==> config.mk <==
export PLATFORM = sky130hd
export DESIGN_NAME = adc_result_status_regs
export DESIGN_NICKNAME = d
export VERILOG_FILES = /design/src/shared/adc_result_pkg.sv /design/src/core/adc_result_status_regs.sv
export SDC_FILE = /design/constraint.sdc
export NUM_CORES = 1
export LEC_CHECK = 0
export CAP_MARGIN = 20
export CORE_AREA = 4 4 56 78
export CTS_CLUSTER_DIAMETER = 50
export DETAILED_ROUTE_END_ITERATION = 7
export DIE_AREA = 0 0 60 82
export DONT_BUFFER_PORTS = 1
export PLACE_DENSITY = 0.75
export SETUP_SLACK_MARGIN = 0.1
export SKIP_LAST_GASP = 1
export SLEW_MARGIN = 10
export SYNTH_ARGS = -nofsm -noshare
export SYNTH_HDL_FRONTEND = slang
export SYNTH_SLANG_ARGS = --single-unit
==> constraint.sdc <==
create_clock -name clk_sys -period 1.9 [get_ports clk_sys]
set_input_delay 0.38 -clock clk_sys [delete_from_list [all_inputs] [get_ports clk_sys]]
set_output_delay 0.38 -clock clk_sys [all_outputs]
set_load 0.1 [all_outputs]
==> src/shared/adc_result_pkg.sv <==
// constants, field layouts and carrier types for the converter result bank
// assumes one 25 MHz system clock; results arrive from on-chip converter logic
package adc_result_pkg;
    localparam int unsigned CODE_W = 7;
    localparam int unsigned REG_W = 8;
    localparam int unsigned ADDR_W = 8;
    localparam int unsigned FLAG_BIT = 7;

    // register offsets
    localparam logic [7:0] OFF_BATTERY = 8'h0E;
    localparam logic [7:0] OFF_SYSTEM = 8'h0F;
    localparam logic [7:0] OFF_THERMISTOR = 8'h10;
    localparam logic [7:0] OFF_INPUT = 8'h11;
    localparam logic [7:0] OFF_CURRENT = 8'h12;

    // reset values: base code of all zeros, flags clear
    localparam logic [6:0] CODE_BASE = 7'h00;
    localparam logic [7:0] REG_RESET = 8'h00;
    localparam logic [7:0] UNMAPPED_VALUE = 8'h00;

    // scale of each code, in its own unit (informative to software)
    localparam int unsigned BATT_BASE_MV = 2304;
    localparam int unsigned BATT_STEP_MV = 20;
    localparam int unsigned SYS_BASE_MV = 2304;
    localparam int unsigned SYS_STEP_MV = 20;
    localparam int unsigned TS_BASE_PCT_X1000 = 21000;
    localparam int unsigned TS_STEP_PCT_X1000 = 465;
    localparam int unsigned IN_BASE_MV = 2600;
    localparam int unsigned IN_STEP_MV = 100;
    localparam int unsigned CHG_BASE_MA = 0;
    localparam int unsigned CHG_STEP_MA = 50;

    typedef enum logic [2:0] {
        CH_BATTERY = 3'b000,
        CH_SYSTEM = 3'b001,
        CH_THERMISTOR = 3'b010,
        CH_INPUT = 3'b011,
        CH_CURRENT = 3'b100
    } channel_e;

    localparam int unsigned NUM_CH = 5;

    // one finished conversion, delivered whole
    typedef struct packed {
        logic valid;
        channel_e channel;
        logic [6:0] code;
    } conv_result_s;

    // live status levels from the charger core
    typedef struct packed {
        logic thermal_reg_flag;
        logic input_present_flag;
        logic below_battery_short_threshold;
    } charger_status_s;

    // host register port
    typedef struct packed {
        logic rd_en;
        logic [7:0] addr;
    } reg_req_s;
endpackage

==> src/core/adc_result_status_regs.sv <==
// read-only measurement and status bank seen by the host over the serial port
// assumes the serial slave presents addr/rd_en on clk_sys; status inputs are pins
// What this block does
// battery register top bit reports thermal regulation, zero when normal
// battery code: 20 mV steps above 2.304 V, seven bits
// system code: same 2.304 V base and 20 mV step
// top bit of system, thermistor and current registers always reads zero
// thermistor code: 0.465 percent steps above 21 percent of regulator rail
// input register top bit shows input source attached
// input code: 100 mV steps above 2.6 V
// charge current code: 50 mA steps from zero
// charge current reads zero while battery is below short threshold
// every code stays at zero until a conversion lands
// the bank is read only; host writes change nothing
// each code is replaced whole, never mixed between conversions
module adc_result_status_regs
    import adc_result_pkg::*;
(
    input wire logic clk_sys,
    input wire logic rst,
    input wire adc_result_pkg::conv_result_s conv_in,
    input wire adc_result_pkg::charger_status_s status_pin,
    input wire adc_result_pkg::reg_req_s req,
    input wire logic wr_en,
    input wire logic [7:0] wr_data,
    output logic [7:0] rd_data,
    output logic rd_valid
);
    import adc_result_pkg::*;

    // status levels come from analog comparators: two-flop synchroniser
    charger_status_s sync1_ff, sync2_ff, nxt_sync1, nxt_sync2;
    logic [6:0] code_ff [NUM_CH];
    logic [6:0] nxt_code [NUM_CH];
    logic [7:0] rd_data_ff, nxt_rd_data;
    logic rd_valid_ff, nxt_rd_valid;
    logic [7:0] reg_view [NUM_CH];

    always_comb begin
        nxt_sync1 = status_pin;
        nxt_sync2 = sync1_ff;
    end

    always_ff @(posedge clk_sys) begin
        if (rst) begin
            sync1_ff <= '0;
            sync2_ff <= '0;
        end else begin
            sync1_ff <= nxt_sync1;
            sync2_ff <= nxt_sync2;
        end
    end

    genvar gi;
    generate
        for (gi = 0; gi < NUM_CH; gi++) begin : g_code
            always_comb begin
                nxt_code[gi] = code_ff[gi];
                // whole-code update
                if (conv_in.valid && conv_in.channel == channel_e'(gi)) begin
                    nxt_code[gi] = conv_in.code;
                end
            end

            always_ff @(posedge clk_sys) begin
                // base code after reset
                if (rst) begin
                    code_ff[gi] <= CODE_BASE;
                end else begin
                    code_ff[gi] <= nxt_code[gi];
                end
            end
        end
    endgenerate

    always_comb begin
        // thermal flag on battery register
        reg_view[CH_BATTERY] = {sync2_ff.thermal_reg_flag, code_ff[CH_BATTERY]};
        // unused top bits read zero
        reg_view[CH_SYSTEM] = {1'b0, code_ff[CH_SYSTEM]};
        reg_view[CH_THERMISTOR] = {1'b0, code_ff[CH_THERMISTOR]};
        // input attached flag
        reg_view[CH_INPUT] = {sync2_ff.input_present_flag, code_ff[CH_INPUT]};
        // current forced to zero below short threshold
        reg_view[CH_CURRENT] = sync2_ff.below_battery_short_threshold
            ? {1'b0, CODE_BASE} : {1'b0, code_ff[CH_CURRENT]};
    end

    // codes pass unscaled; software applies base and step
    always_comb begin
        nxt_rd_valid = req.rd_en;
        nxt_rd_data = rd_data_ff;
        if (req.rd_en) begin
            if (req.addr == OFF_BATTERY) begin
                nxt_rd_data = reg_view[CH_BATTERY];
            end else if (req.addr == OFF_SYSTEM) begin
                nxt_rd_data = reg_view[CH_SYSTEM];
            end else if (req.addr == OFF_THERMISTOR) begin
                nxt_rd_data = reg_view[CH_THERMISTOR];
            end else if (req.addr == OFF_INPUT) begin
                nxt_rd_data = reg_view[CH_INPUT];
            end else if (req.addr == OFF_CURRENT) begin
                nxt_rd_data = reg_view[CH_CURRENT];
            end else begin
                nxt_rd_data = UNMAPPED_VALUE;
            end
        end
    end

    // wr_en and wr_data are deliberately never read into state
    always_ff @(posedge clk_sys) begin
        if (rst) begin
            rd_data_ff <= REG_RESET;
            rd_valid_ff <= 1'b0;
        end else begin
            rd_data_ff <= nxt_rd_data;
            rd_valid_ff <= nxt_rd_valid;
        end
    end

    assign rd_data = rd_data_ff;
    assign rd_valid = rd_valid_ff;

    a_current_short_zero: assert property (
        @(posedge clk_sys) disable iff (rst)
        req.rd_en && req.addr == OFF_CURRENT && sync2_ff.below_battery_short_threshold
        |=> rd_data == 8'h00)
        else $error("current code not zero below short threshold");

    a_top_bit_zero: assert property (
        @(posedge clk_sys) disable iff (rst)
        req.rd_en && (req.addr == OFF_SYSTEM || req.addr == OFF_THERMISTOR
            || req.addr == OFF_CURRENT) |=> !rd_data[FLAG_BIT])
        else $error("unused top bit read as one");

    a_thermal_flag_read: assert property (
        @(posedge clk_sys) disable iff (rst)
        req.rd_en && req.addr == OFF_BATTERY
        |=> rd_data[FLAG_BIT] == $past(sync2_ff.thermal_reg_flag))
        else $error("thermal flag mismatch");

    a_input_flag_read: assert property (
        @(posedge clk_sys) disable iff (rst)
        req.rd_en && req.addr == OFF_INPUT
        |=> rd_data[FLAG_BIT] == $past(sync2_ff.input_present_flag))
        else $error("input flag mismatch");

    a_battery_code_load: assert property (
        @(posedge clk_sys) disable iff (rst)
        conv_in.valid && conv_in.channel == CH_BATTERY
        ##1 req.rd_en && req.addr == OFF_BATTERY && !conv_in.valid
        |=> rd_data[6:0] == $past(conv_in.code, 2))
        else $error("battery code not loaded");

    a_system_code_load: assert property (
        @(posedge clk_sys) disable iff (rst)
        conv_in.valid && conv_in.channel == CH_SYSTEM
        |=> code_ff[CH_SYSTEM] == $past(conv_in.code))
        else $error("system code not loaded");

    a_ts_input_load: assert property (
        @(posedge clk_sys) disable iff (rst)
        conv_in.valid && conv_in.channel == CH_THERMISTOR
        |=> code_ff[CH_THERMISTOR] == $past(conv_in.code)
            && $stable(code_ff[CH_INPUT]))
        else $error("thermistor code not loaded or input disturbed");

    a_hold_no_conv: assert property (
        @(posedge clk_sys) disable iff (rst)
        !conv_in.valid |=> $stable(code_ff[CH_INPUT]) && $stable(code_ff[CH_CURRENT]))
        else $error("code changed without conversion");

    a_reset_base: assert property (
        @(posedge clk_sys)
        $fell(rst) |-> code_ff[CH_BATTERY] == CODE_BASE && code_ff[CH_CURRENT] == CODE_BASE)
        else $error("code not at base after reset");

    a_write_ignored: assert property (
        @(posedge clk_sys) disable iff (rst)
        wr_en && !conv_in.valid |=> $stable(code_ff[CH_BATTERY]))
        else $error("write changed a code");

    a_input_code_load: assert property (
        @(posedge clk_sys) disable iff (rst)
        conv_in.valid && conv_in.channel == CH_INPUT
        |=> code_ff[CH_INPUT] == $past(conv_in.code)
            && $stable(code_ff[CH_THERMISTOR]))
        else $error("input code not loaded or thermistor disturbed");

    a_current_code_load: assert property (
        @(posedge clk_sys) disable iff (rst)
        conv_in.valid && conv_in.channel == CH_CURRENT
        |=> code_ff[CH_CURRENT] == $past(conv_in.code)
            && $stable(code_ff[CH_BATTERY]))
        else $error("current code not loaded or battery disturbed");

    a_battery_read_code: assert property (
        @(posedge clk_sys) disable iff (rst)
        req.rd_en && req.addr == OFF_BATTERY
        |=> rd_data[6:0] == $past(code_ff[CH_BATTERY]))
        else $error("battery code read wrong");

    a_system_read_code: assert property (
        @(posedge clk_sys) disable iff (rst)
        req.rd_en && req.addr == OFF_SYSTEM
        |=> rd_data == {1'b0, $past(code_ff[CH_SYSTEM])})
        else $error("system code read wrong");

    a_current_read_code: assert property (
        @(posedge clk_sys) disable iff (rst)
        req.rd_en && req.addr == OFF_CURRENT && !sync2_ff.below_battery_short_threshold
        |=> rd_data == {1'b0, $past(code_ff[CH_CURRENT])})
        else $error("current code read wrong while battery healthy");

    a_read_hold: assert property (
        @(posedge clk_sys) disable iff (rst)
        !req.rd_en |=> $stable(rd_data) && !rd_valid)
        else $error("read data moved without a read");

    a_reset_outputs: assert property (
        @(posedge clk_sys)
        $fell(rst) |-> rd_data == REG_RESET && !rd_valid)
        else $error("read port not cleared by reset");
endmodule // adc_result_status_regs

==> metrics.txt, run 1 <==
DR WL met2=2.46 mm; relative slew slack=61.4%; clock root cell=clkbuf_8; worst setup margin=0.495 ns; largest net degree at the start of global routing=51; Reg2Reg Setup Slack=0.49 ns; reg2reg start=sync2_ff[0]$_SDFF_PP0_; Starting Density=58.8%; post-synthesis compound-gate area fraction=9.81%; vias after detailed routing=1600; ANT nets after route=0; die area=4920 sq um; final max-slew violation count=0; total wire length=4.69 mm; Worst-Margin Slew=0.577 ns; Routed wire per std cell=17.5 um; #FFs+latches synth=50; cells on worst reg2reg path=4; drt pass-1 iters=4; antenna violations before repair=0; Simple-Gate Fraction of Synth Area=23.4%; Worst EP arrival=1.59 ns; number of resized instances in the post-cts repair step=0; CTS sink cnt=50; final setup fails=0; maximum vdd drop=0.000708 V; DP Worst Slack=0.305 ns; Yosys warnings=0; hold worst-path end=rd_valid$_SDFF_PP0_; crit end category=flop; Final Hold Fails=0; share of layout cells above drive strength 1=12.8%; final setup TNS=0 ns; vias in the first global route=1618; Critical Path Source Type=flop; hold path cells=1; Clock Tree Buf Depth=2; Net Count, Synth=254; Syn-to-layout area delta=9.57%; Post-Layout Cell Count=268; highest layer used for signal routing=met4; Critical Path Slowest Stage Cell=dfxtp_1; # rows=26; hold_sp=rst; Setup Buffers After CTS=0; min-delay worst type=in2reg; Post-Route M1 WL=1.93 mm; crit path max fanout=7; outcome=finished clean; first-pass GRT wire length=7.60 mm; Post-Syn Area per Cell=9.74 sq um; Reg clk slew, reported paths=0.09 ns; Syn Inst Count=220; Worst path max stage delay=0.52 ns; total placed cells including tap cells=260; GRT overflow=0; clock tree from TritonCTS=built; met3 WL post-DR=284 um; Antenna Cells=0; post-DP HPWL=3.37 mm; r2r endpoint=rd_data[5]$_SDFFE_PP0P_; core area=3640 sq um; worst clock skew=0.00844 ns; Clock Latency Late Sink=0.30 ns; Distinct cells, synth=23; Final #Nets=259; placer congestion estimate=0.775; port buffer count=0; Seq/Total Area, Yosys=46.7%; worst path required time=2.09 ns; Worst Setup Path Type=reg2reg; Worst Hold Slack=0.155 ns; period utilization=74.0%; xor and xnor area share after synthesis=0%; CTS H-tree depth=2; CTS Hold Bufs=0; Adder-Cell Fraction of Synth Area=0%; main combinational cell family by area after synthesis=simple AND/OR/NAND/NOR gates; DRT iter0 DRCs=41; GRT Total Usage=21.0%; TritonCTS buffer count=5; die height=82 um; pwr dens=812 nW/um^2; Critical Path, Cell by Cell=nor2b_1 -> a221oi_1 -> o221ai_1 -> o211a_1; IO Pins=43; Tmin final=1.41 ns; DR DRC count=0; Peak Freq=0.712 GHz; number of fill cells=302; post-synthesis mux area share=16.3%; Leakage=0.000929 uW; routed vias/inst=5.97; Synth Cell Area=2140 sq um; RSZ-0062 raised after global routing=false; max_cap viols=0; utilization after layout=64.5%; die width=60 um
[cell type report]
cell class | count | area (sq um) | area share (%)
Inverter | 1 | 3.75 | 0.160
Sequential cell | 50 | 1000 | 42.6
Tap cell | 42 | 52.6 | 2.24
Clock inverter | 1 | 5.00 | 0.213
Timing Repair Buffer | 16 | 120 | 5.11
Multi-Input combinational cell | 151 | 1080 | 46.0
Clock buffer | 7 | 86.3 | 3.68
[Yosys cell counts, drive strengths merged]
master,instances,area share [%]
dfxtp,50,47
nor4bb,2,0.93
a211oi,1,0.35
nor3b,7,2.5
or3b,1,0.41
nor3,2,1.2
nand4,1,0.99
nand3,1,0.23
inv,1,0.17
clkbuf,12,2.1
o211a,7,3.3
nor2b,24,7.0
nand4b,1,0.41
nor2,51,8.9
nand2,2,0.35
mux2i,35,16
a221oi,7,2.9
o221ai,7,2.9
nor4b,1,0.41
buf,6,1.5
o32a,1,0.47
[placed cells by master (no fill, tap or decap)]
master    instances
nor3_2            1
a211oi_1          1
nand4b_1          1
nand3_1           1
or3b_1            1
clkbuf_1          1
o221ai_1          7
inv_1             1
nand2_1           2
nor2b_1          24
clkinv_2          1
nor4b_2           1
nor3b_1           7
mux2i_1          35
nor3_4            1
o211a_1           7
a221oi_1          7
nor2_1           51
nor4bb_2          2
nand4_4           1
buf_4            16
o32a_1            1
clkbuf_8          6
dfxtp_1          50
[logic make-up (layout without fill, tap and decap cells)]
family	count (synthesis)	in the layout
multiplexers	35	35
buffers and inverters	19	25
AND/OR/NAND/NOR	93	93
flip-flops	50	50
AO/OA/AOI/OAI	23	23
[worst max-delay path, delay by kind of cell (launching register included)]
family          cells  cell delay (ns)
simple gates        1             0.09
flops               1             0.52
compound gates      3             0.68
[flip-flops by register name (all words and copies together), names as in the netlist]
name	flops
nxt_sync2	3
rd_valid	1
code_ff	35
sync2_ff	1
rd_data	8
reg_view	2
[power breakdown]
group | switching, uW | total (uW) | internal (uW)
logic | 121 | 192 | 71.4
clock network | 328 | 622 | 294
registers | 14.2 | 1090 | 1080
[through the flow]
stage          total power [uW]  area, sq um
3_3_place_gp               1300         2260
3_5_place_dp               1310         2260
4_1_cts                    1920         2350
6_report                   1910         2350
5_1_grt                    1990         2350
2_1_floorplan              1290         2140
[how the worst max path moves through the flow]
stage | start | end | slack [ns] | depth (start not counted)
final | sync2_ff[0]$_SDFF_PP0_ | rd_data[5]$_SDFFE_PP0P_ | 0.49 | 4
after global routing | sync2_ff[0]$_SDFF_PP0_ | rd_data[5]$_SDFFE_PP0P_ | 0.41 | 4
after CTS | sync2_ff[0]$_SDFF_PP0_ | rd_data[5]$_SDFFE_PP0P_ | 0.54 | 4
after detailed placement | req[7] | rd_data[0]$_SDFFE_PP0P_ | 0.30 | 4
after global placement | req[7] | rd_data[6]$_SDFFE_PP0P_ | 0.35 | 4
after floorplan | req[7] | rd_data[0]$_SDFFE_PP0P_ | 0.34 | 5
[layer usage]
| layer | track usage, % | vias to the layer above |
|---|---|---|
| li1 | - | 770 |
| met1 | 25.4 | 775 |
| met2 | 35.2 | 53 |
| met3 | 5.03 | 2 |
| met4 | 8.65 | 0 |
| met5 | 0 | - |
Power figures use the tool's default switching activity.
==> inputs of run 2 (changes only) <==
==> constraint.sdc (replaced) <==
create_clock -name clk_sys -period 1.3 [get_ports clk_sys]
set_input_delay 0.26 -clock clk_sys [delete_from_list [all_inputs] [get_ports clk_sys]]
set_output_delay 0.26 -clock clk_sys [all_outputs]
set_load 0.1 [all_outputs]
==> run 2 against run 1 <==
Effect of this change:
- routed wire length is 1.6% lower
- flip-flop and latch count unchanged
- clock skew decreased by 0.0030 ns
- final area up 5.1%
- worst hold slack got worse by 0.14 ns
- via count is 0.63% lower
- worst setup slack got worse by 0.36 ns
- combinational power grew 55%
- clock power up 72%
- clock-buffer cell count shrank 2
- critical endpoint is now rd_data[4]
==> metrics.txt, run 2 (synthesis gave the netlist of run 1 again) <==
outcome=finished clean; final setup fails=0; final max-slew violation count=0; worst path required time=1.04 ns; routed vias/inst=5.89; Worst-Margin Slew=0.406 ns; min-delay worst type=in2reg; Clock Tree Buf Depth=2; GRT Total Usage=20.3%; core area=3640 sq um; cells on worst reg2reg path=4; Peak Freq=0.856 GHz; clock tree from TritonCTS=built; CTS H-tree depth=2; hold worst-path end=rd_valid$_SDFF_PP0_; Worst Setup Path Type=reg2out; Reg area=1010 sq um; port buffer count=0; Final Power=2970 uW; vias after detailed routing=1590; DRT iter0 DRCs=53; share of layout cells above drive strength 1=17.5%; die area=4920 sq um; CTS sink cnt=50; max reg flops=35; crit end category=primary output; Leakage=0.000972 uW; vias in the first global route=1526; period utilization=89.9%; Critical Path Source Type=flop; worst clock skew=0.00540 ns; die height=82 um; Final Hold Fails=0; Reg2Reg Setup Slack=0.16 ns; die width=60 um; placer congestion estimate=0.827; Multi-input gate area=1110 sq um; # rows=26; Clock Latency Late Sink=0.31 ns; Reg clk slew, reported paths=0.09 ns; max_cap viols=0; clock root cell=clkbuf_8; IO Pins=43; crit path max fanout=2; ANT nets after route=0; total wire length=4.62 mm; Worst EP arrival=0.91 ns; post-DP HPWL=3.33 mm; largest reg by FF count=code_ff; Critical Path Slowest Stage Cell=dfxtp_1; reg2reg start=sync2_ff[0]$_SDFF_PP0_; Critical Path, Cell by Cell=buf_6; Tmin final=1.17 ns; largest net degree at the start of global routing=51; hold path cells=1; Routed wire per std cell=17.1 um; Antenna Cells=0; Worst path max stage delay=0.37 ns; TritonCTS buffer count=5; first-pass GRT wire length=7.48 mm; final setup TNS=0 ns; Syn-to-layout area delta=15.2%; GRT overflow=0; Final #Nets=261; most frequent cells in the layout=51 x nor2_1, 47 x dfxtp_1, 35 x mux2i_1; r2r endpoint=rd_data[6]$_SDFFE_PP0P_; CTS Hold Bufs=0; CP top delay family=flip-flops; RSZ-0062 raised after global routing=true; number of fill cells=286; hold_sp=rst; antenna violations before repair=0; relative slew slack=72.8%; drt pass-1 iters=5; pwr dens=1200 nW/um^2; Worst Path Buf+Inv=1; Starting Density=58.8%; DR DRC count=0; maximum vdd drop=0.000954 V; commonest non-fill, non-tap cell in the layout=nor2_1
## run 2: cell types whose count changed in the layout (fill, tap and decap cells not counted), sizes merged
cell	before	now
clkinv	1	2
clkbuf	7	5
buf	16	18
bufinv	0	1
## run 2: where the power goes
group | internal (uW) | total (uW) | switching [uW]
registers | 1580 | 1600 | 27.9
clock network | 566 | 1070 | 505
logic | 122 | 297 | 175
total | 2260 | 2970 | 707
## run 2: worst max path at each step
stage                                       start                       to  slack (ns)  depth (start not counted)
final                     rd_data[4]$_SDFFE_PP0P_               rd_data[4]        0.13                          1
after detailed placement                   req[2]  rd_data[3]$_SDFFE_PP0P_       -0.18                          4
after global placement                     req[7]  rd_data[6]$_SDFFE_PP0P_       -0.13                          4
after global routing       sync2_ff[0]$_SDFF_PP0_  rd_data[3]$_SDFFE_PP0P_        0.09                          4
after floorplan                            req[7]  rd_data[0]$_SDFFE_PP0P_       -0.13                          5
after CTS                  sync2_ff[0]$_SDFF_PP0_  rd_data[5]$_SDFFE_PP0P_        0.09                          4
## run 2: area by class of cell
| class | count | share of cell area [%] |
|---|---|---|
| clock buffers | 5 | 2.79 |
| clock inverters | 3 | 1.62 |
| inverters | 1 | 0.152 |
| multi-input cells | 151 | 44.8 |
| flip-flops and latches | 50 | 40.8 |
| well taps | 42 | 2.13 |
| repair buffers | 18 | 7.70 |
## run 2: metal layers
layer / up-vias / global-route usage, % / share of wire, %
li1: 775 / - / -
met1: 757 / 25.8 / 41
met2: 53 / 33.0 / 52
met3: 5 / 5.50 / 6.0
met4: 0 / 6.21 / 1.0
met5: - / 0 / 0
## run 2: per-stage QoR
stage | utilization, % | std cells | worst slack (ns) | area (sq um) | hold WS, ns
floorplan | - | 220 | -0.134 | 2150 | 0.388
global placement | 62.4 | 262 | -0.131 | 2270 | 0.338
detailed placement | 62.4 | 262 | -0.177 | 2270 | 0.338
finish | 67.8 | 270 | 0.132 | 2470 | 0.0102
CTS | 66.1 | 270 | 0.0881 | 2410 | 0.0103
global route | 67.8 | 270 | 0.0854 | 2470 | 0.00319
## run 2: what timing repair did
item | 4_1_cts | 5_1_grt
setup buffers | 0 | 0
resized for setup | 8 | 14
pin swaps | 0 | 0
setup endpoints to repair | 14 | 12
